**src/core/ssr_pkg.sv**
```systemverilog
package ssr_pkg;
    // status byte bit positions
    localparam int unsigned POS_MEAS = 0;
    localparam int unsigned POS_UNUSED = 1;
    localparam int unsigned POS_EAV = 2;
    localparam int unsigned POS_QUES = 3;
    localparam int unsigned POS_MAV = 4;
    localparam int unsigned POS_STD = 5;
    localparam int unsigned POS_RQS = 6;
    localparam int unsigned POS_OPER = 7;
    // reset values and summary position mask
    localparam logic [7:0] MASK_RESET = 8'h00;
    localparam logic [7:0] SUMMARY_BITS = 8'hbd;
    localparam logic [7:0] STD_RESET = 8'h00;
    // decimal answer width (0..32768 fits 16 bits)
    localparam int unsigned REG_W = 16;
    // query selector codes
    typedef enum logic [1:0] {
        SSR_Q_NONE = 2'b00,
        SSR_Q_STB = 2'b01,
        SSR_Q_MASK = 2'b10,
        SSR_Q_STD = 2'b11
    } ssr_query_t;
endpackage

```
**src/core/ssr_event_set.sv**
```systemverilog
`timescale 1ns/1ps
module ssr_event_set
    import ssr_pkg::*;
#(
    parameter int unsigned W = 8
) (
    // clock and reset
    input wire logic clk_sys,
    input wire logic rst_n,
    input wire logic clk_en,
    // events and control
    input wire logic [W-1:0] event_in,
    input wire logic [W-1:0] enable_in,
    input wire logic clear,
    // state
    output logic [W-1:0] event_q,
    output logic summary
);
    logic [W-1:0] event_d;

    // sticky bits; an event in the clearing cycle survives
    assign event_d = (clear ? '0 : event_q) | event_in;
    assign summary = |(event_q & enable_in);

    always_ff @(posedge clk_sys or negedge rst_n) begin
        if (!rst_n) begin
            event_q <= '0;
        end else if (clk_en) begin
            event_q <= event_d;
        end
    end
endmodule

```
**src/core/ssr_status_byte.sv**
```systemverilog
`timescale 1ns/1ps
// Function
// - enabled set summaries at B0,B3,B5,B7
// - B2 high while error queue nonempty
// - B4 high while output queue nonempty
// - summary bits follow sources, never stored
// - reading standard event register clears it
// - master summary ORs masked summary bits
// - 8-bit mask, writable 0..255, readable
// - mask clears at power-up, write zero
// - clear-status and preset leave mask alone
// - enabled rising bit sets request, asserts line
// - B6 request on poll, master on query
// - completed serial poll clears request flag
// - same event may request again later
// - poll never clears master summary
// - queries return binary weighted value
// - event bits sticky, summary is masked OR
// - power-up clears registers, queues empty
module ssr_status_byte
    import ssr_pkg::*;
(
    // clock and reset
    input wire logic clk_sys,
    input wire logic reset_n,
    input wire logic clk_en,
    // summaries from other event sets
    input wire logic meas_summary,
    input wire logic questionable_summary,
    input wire logic operation_summary,
    // queue state
    input wire logic error_available,
    input wire logic message_available,
    // standard event set sources
    input wire logic [7:0] std_event_in,
    input wire logic [7:0] std_enable,
    // commands
    input wire logic mask_write,
    input wire logic [7:0] mask_wdata,
    input wire logic query_req,
    input wire logic [1:0] query_sel,
    input wire logic clear_status,
    input wire logic status_preset,
    // serial poll (controller side sequence)
    input wire logic serial_poll_done,
    // answers
    output logic [REG_W-1:0] query_data_q,
    output logic query_valid_q,
    output logic [7:0] poll_byte_q,
    output logic [7:0] status_summary_byte_q,
    output logic service_request_q
);
    // ------------------------------------------------------------
    // reset release
    // ------------------------------------------------------------
    logic rst_meta_q;
    logic rst_n_q;

    always_ff @(posedge clk_sys or negedge reset_n) begin
        if (!reset_n) begin
            rst_meta_q <= 1'b0;
            rst_n_q <= 1'b0;
        end else begin
            rst_meta_q <= 1'b1;
            rst_n_q <= rst_meta_q;
        end
    end

    // ------------------------------------------------------------
    // standard event set
    // ------------------------------------------------------------
    logic [7:0] std_event_q;
    logic std_summary;
    logic std_clear;
    logic std_read;

    // a read of the standard register or a clear-status empties it
    assign std_read = query_req && (ssr_query_t'(query_sel) == SSR_Q_STD);
    assign std_clear = std_read | clear_status;

    ssr_event_set #(
        .W(8)
    ) u_std (
        .clk_sys(clk_sys),
        .rst_n(rst_n_q),
        .clk_en(clk_en),
        .event_in(std_event_in),
        .enable_in(std_enable),
        .clear(std_clear),
        .event_q(std_event_q),
        .summary(std_summary)
    );

    // ------------------------------------------------------------
    // status byte assembly, purely combinational
    // ------------------------------------------------------------
    logic [7:0] mask_q;
    logic [7:0] mask_d;
    logic [7:0] summary_bits;
    logic [7:0] enabled_bits;
    logic master_summary;

    assign summary_bits[POS_MEAS] = meas_summary;
    assign summary_bits[POS_UNUSED] = 1'b0;
    assign summary_bits[POS_EAV] = error_available;
    assign summary_bits[POS_QUES] = questionable_summary;
    assign summary_bits[POS_MAV] = message_available;
    assign summary_bits[POS_STD] = std_summary;
    assign summary_bits[POS_RQS] = 1'b0;
    assign summary_bits[POS_OPER] = operation_summary;

    // unused and B6 positions masked out so they never contribute
    assign enabled_bits = summary_bits & mask_q & SUMMARY_BITS;
    assign master_summary = |enabled_bits;

    // ------------------------------------------------------------
    // request edge detect and flag
    // ------------------------------------------------------------
    logic [7:0] enabled_prev_q;
    logic new_request;
    logic rqs_q;
    logic rqs_d;

    // per-bit rise so a re-armed event can request again after poll
    assign new_request = |(enabled_bits & ~enabled_prev_q);
    // set wins over poll clear in the same cycle
    assign rqs_d = new_request | (rqs_q & ~serial_poll_done);

    // ------------------------------------------------------------
    // mask register; clear-status and preset deliberately unused
    // ------------------------------------------------------------
    assign mask_d = mask_write ? mask_wdata : mask_q;

    always_ff @(posedge clk_sys or negedge rst_n_q) begin
        if (!rst_n_q) begin
            mask_q <= MASK_RESET;
            enabled_prev_q <= 8'h00;
            rqs_q <= 1'b0;
        end else if (clk_en) begin
            mask_q <= mask_d;
            enabled_prev_q <= enabled_bits;
            rqs_q <= rqs_d;
        end
    end

    // ------------------------------------------------------------
    // query answers, binary weighted (bit n weighs 2^n)
    // ------------------------------------------------------------
    logic [7:0] stb_query;
    logic [7:0] stb_poll;
    logic [REG_W-1:0] query_mux;

    assign stb_query = summary_bits | {1'b0, master_summary, 6'h00};
    assign stb_poll = summary_bits | {1'b0, rqs_d, 6'h00};

    always_comb begin
        unique case (ssr_query_t'(query_sel))
            SSR_Q_NONE: query_mux = '0;
            SSR_Q_STB: query_mux = {8'h00, stb_query};
            SSR_Q_MASK: query_mux = {8'h00, mask_q};
            SSR_Q_STD: query_mux = {8'h00, std_event_q};
        endcase
    end

    // registered outputs
    always_ff @(posedge clk_sys or negedge rst_n_q) begin
        if (!rst_n_q) begin
            query_data_q <= '0;
            query_valid_q <= 1'b0;
            poll_byte_q <= 8'h00;
            status_summary_byte_q <= 8'h00;
            service_request_q <= 1'b0;
        end else if (clk_en) begin
            query_valid_q <= query_req;
            if (query_req) begin
                query_data_q <= query_mux;
            end
            poll_byte_q <= stb_poll;
            status_summary_byte_q <= stb_query;
            service_request_q <= rqs_d;
        end
    end
endmodule

```
**config.mk**
```make
export PLATFORM = sky130hd
export DESIGN_NAME = ssr_status_byte
export DESIGN_NICKNAME = d
export VERILOG_FILES = /design/src/core/ssr_pkg.sv /design/src/core/ssr_event_set.sv /design/src/core/ssr_status_byte.sv
export SDC_FILE = /design/constraint.sdc
export NUM_CORES = 1
export LEC_CHECK = 0
export ABC_CLOCK_PERIOD_IN_PS = 3000
export BUFFER_PORTS_ARGS = -buffer_cell sky130_fd_sc_hd__buf_4
export CORE_MARGIN = 2
export CORE_UTILIZATION = 35
export CTS_CLUSTER_DIAMETER = 60
export DETAILED_ROUTE_END_ITERATION = 8
export PLACE_DENSITY = 0.58
export SLEW_MARGIN = 5
export SYNTH_ARGS = -nofsm -noshare
export SYNTH_HDL_FRONTEND = slang
export SYNTH_HIERARCHICAL = 1
export SYNTH_SLANG_ARGS = --single-unit
```
**constraint.sdc**
```tcl
create_clock -name clk_sys -period 3 [get_ports clk_sys]
set_input_delay 0.6 -clock clk_sys [delete_from_list [all_inputs] [get_ports clk_sys]]
set_output_delay 0.6 -clock clk_sys [all_outputs]
set_load 0.01 [all_outputs]
```
==> results.json <==
{
  "run_status": "complete, no violations",
  "p_sw_share_pct": 27.0,
  "power_leakage_nw": 1.15,
  "synth-warning-count": 6,
  "crit_path_end_kind": "flop",
  "holdBufCountCts": 0,
  "power_report.internal_total_mw": 0.993,
  "routed-via-count": 1401,
  "drt_drc_violations_left": 0,
  "cp_max_fo": 5,
  "area_delta_synth_final_pct": 26.7,
  "setup_viol": 0,
  "finalMaxSlewViolations": 0,
  "post-cts-setup-buffers": 0,
  "cap_viol_max_count": 0,
  "filler_cells_inserted": 533,
  "placementRows": 26,
  "vdd_drop_max_mv": 0.331,
  "dpl_worst_slack_ns": 0.983,
  "pin_count_of_the_biggest_net_entering_global_routing": 40,
  "dpl_hpwl_um": 3090,
  "hold_path.class": "input pin to async pin",
  "timing.final.crit_period_ns": 1.68,
  "synth_area_per_cell_um2": 11.6,
  "global_route_wire_length_before_repair_um": 6740,
  "routedWlPerCell_um": 14.3,
  "layout_worst_path_cycle_share_pct": 56.1,
  "cts_repair_resize_count": 0,
  "cts_tree": "built",
  "number_of_cts_inserted_buffers": 5,
  "clock_power_share_pct": 28.8,
  "syn_area_um2": 1920,
  "register_area_um2": 1030,
  "gp_routability_congestion": 0.746,
  "most-common-layout-cells": "62 x sky130_fd_sc_hd__buf_4, 41 x sky130_fd_sc_hd__dfrtp_1, 21 x sky130_fd_sc_hd__mux2_2, 14 x sky130_fd_sc_hd__o21ai_0, 14 x sky130_fd_sc_hd__nand2_1",
  "grt.overflow.total": 0,
  "worst_slack_ns": 1.32,
  "cts_root_buf": "sky130_fd_sc_hd__clkbuf_8",
  "seq_area_frac_synth_pct": 53.5,
  "clk_latency_ns": 0.29,
  "die_width_um": 78.1,
  "path_class": "flop to flop",
  "worst_slew_margin_rel_pct": 66.7,
  "grt_pass1_vias": 1366,
  "power.density_nw_per_um2": 560,
  "drt_pre_antenna_iters": 4,
  "die-area_um2": 6090,
  "clockBufferDepth": 2,
  "placeableCoreArea_um2": 5200,
  "cts.clk_slew.worst_paths_ns": 0.08,
  "total_area_of_multi_input_combinational_cells_um2": 724,
  "floorplan.initialDensity_pct": 36.9,
  "chipHeight_um": 78.1,
  "clock_skew_ns": 0.00594,
  "report.power.total_mw": 1.36,
  "worst_ep_required_time_ns": 3.18,
  "drt-initial-drc-count": 67,
  "syn-instance-count": 166,
  "groute.usage.overall_pct": 14.4,
  "worst_pin_slew_ns": 0.500,
  "power_frac_seq_pct": 50.1,
  "power.net_switching_mw": 0.368,
  "cts_htree_levels": 2,
  "combinational_group_share_of_total_power_pct": 21.1,
  "timing_hold_violations_final": 0,
  "clock_sink_count": 41,
  "worstPathArrival_ns": 1.86,
  "wirelength_um": 4160,
  "post_synth_num_cell_types": 26,
  "post_drt_via_cell_ratio": 4.81,
  "worst-r2r-cell-count": 5,
  "max_freq_ghz": 0.594,
  "fin_setup_tns_ns": 0,
  "insertedDiodeCount": 0,
  "rsz0062_at_grt": "no",
  "critical_path.startpoint_type": "flop",
  "number_of_buffers_inserted_by_port_buffering": 61,
  "mostFrequentLayoutCell": "sky130_fd_sc_hd__buf_4",
  "yosys_register_bits": 41,
  "nNetsFinal": 259,
  "ant_nets_after_route": 0,
  "grt_antenna_before_repair": 0,
  "final_layout_size_suffix_gt1_share_pct": 43.0,
  "num_io_pins": 73
}
## flip-flops by register name, indices dropped and copies added (netlist names)
| register | cells |
|---|---|
| query_valid_q | 1 |
| query_data_q | 8 |
| u_std/event_q | 8 |
| poll_byte_q | 6 |
| rst_n_q | 1 |
| mask_q | 8 |
| status_summary_byte_q | 2 |
| rst_meta_q | 1 |
| enabled_prev_q | 6 |
## synthesized netlist by cell type (all sizes together)
master | n | area [µm²]
a21bo | 1 | 10.0
a31o | 1 | 8.76
a221o | 1 | 10.0
nand3 | 7 | 35.0
nand4 | 2 | 12.5
o32a | 1 | 10.0
and2b | 1 | 7.51
inv | 7 | 26.3
conb | 2 | 7.51
mux2 | 21 | 236
a22o | 8 | 70.1
a22oi | 12 | 90.1
o22ai | 2 | 12.5
nor3b | 1 | 7.51
dfrtp | 41 | 1030
nor2 | 1 | 3.75
o21ai | 14 | 70.1
nand2 | 16 | 70.1
mux2i | 2 | 20.0
o221ai | 1 | 8.76
buf | 23 | 173
clkbuf | 1 | 3.75
## metrics by stage
stage / hold slack (ns) / utilization (%) / instance area [µm²] / instances
after detailed placement: 0.317 / 44.8 / 2330 / 283
after CTS: 0.0675 / 46.7 / 2430 / 291
final: 0.0744 / 46.7 / 2430 / 291
after global routing: 0.0601 / 46.7 / 2430 / 291
after global placement: 0.317 / 44.8 / 2330 / 283
after floorplan: 0.304 / - / 1950 / 175
## metal layers
layer | vias to the layer above | global-route usage [%] | share of wire (%)
met4 | 0 | 5.79 | 1.6
li1 | 676 | - | -
met2 | 42 | 21.4 | 46
met3 | 8 | 3.68 | 5.0
met1 | 675 | 20.1 | 47
met5 | - | 0 | 0
## area by class of cell
cell class	instances	area share [%]
Clock buffer	7	3.96
Clock inverter	1	0.206
Inverter	7	1.08
Multi-Input combinational cell	103	29.8
Sequential cell	41	42.2
Tap cell	70	3.60
Timing Repair Buffer	62	19.1
## power by group through the flow
stage	clock, mW	sequential [mW]	combinational, mW
detailed placement	0	0.693	0.291
finish	0.392	0.682	0.288
global placement	0	0.692	0.289
CTS	0.402	0.683	0.292
floorplan	0	0.699	0.163
global route	0.431	0.692	0.317
## final timing paths
kind                             startpoint          endpoint  slack [ns]
setup / recovery           u_std/event_q[4]   query_data_q[6]        1.32
hold / removal                      reset_n           rst_n_q        0.07
setup reg to reg           u_std/event_q[4]   query_data_q[6]        1.32
hold reg to reg                     rst_n_q    poll_byte_q[0]        0.30
max in group asynchronous           rst_n_q  u_std/event_q[0]        2.35
min in group clk_sys             rst_meta_q           rst_n_q        0.36
## logic make-up after synthesis
kind of cell	synth area share, %
other	0.391
flip-flops	53.5
buffers and inverters	10.6
AND/OR/NAND/NOR	7.11
AO/OA/AOI/OAI	15.1
multiplexers	13.4
## critical path, cell delays in order (launching register included)
cell and delay [ns]:
sky130_fd_sc_hd__dfrtp_1 0.42, sky130_fd_sc_hd__a22oi_1 0.18, sky130_fd_sc_hd__nand4_1 0.25, sky130_fd_sc_hd__a22oi_1 0.24
sky130_fd_sc_hd__nand4_1 0.15, sky130_fd_sc_hd__a221o_1 0.34
No activity file was read; power rests on OpenSTA's default activity.
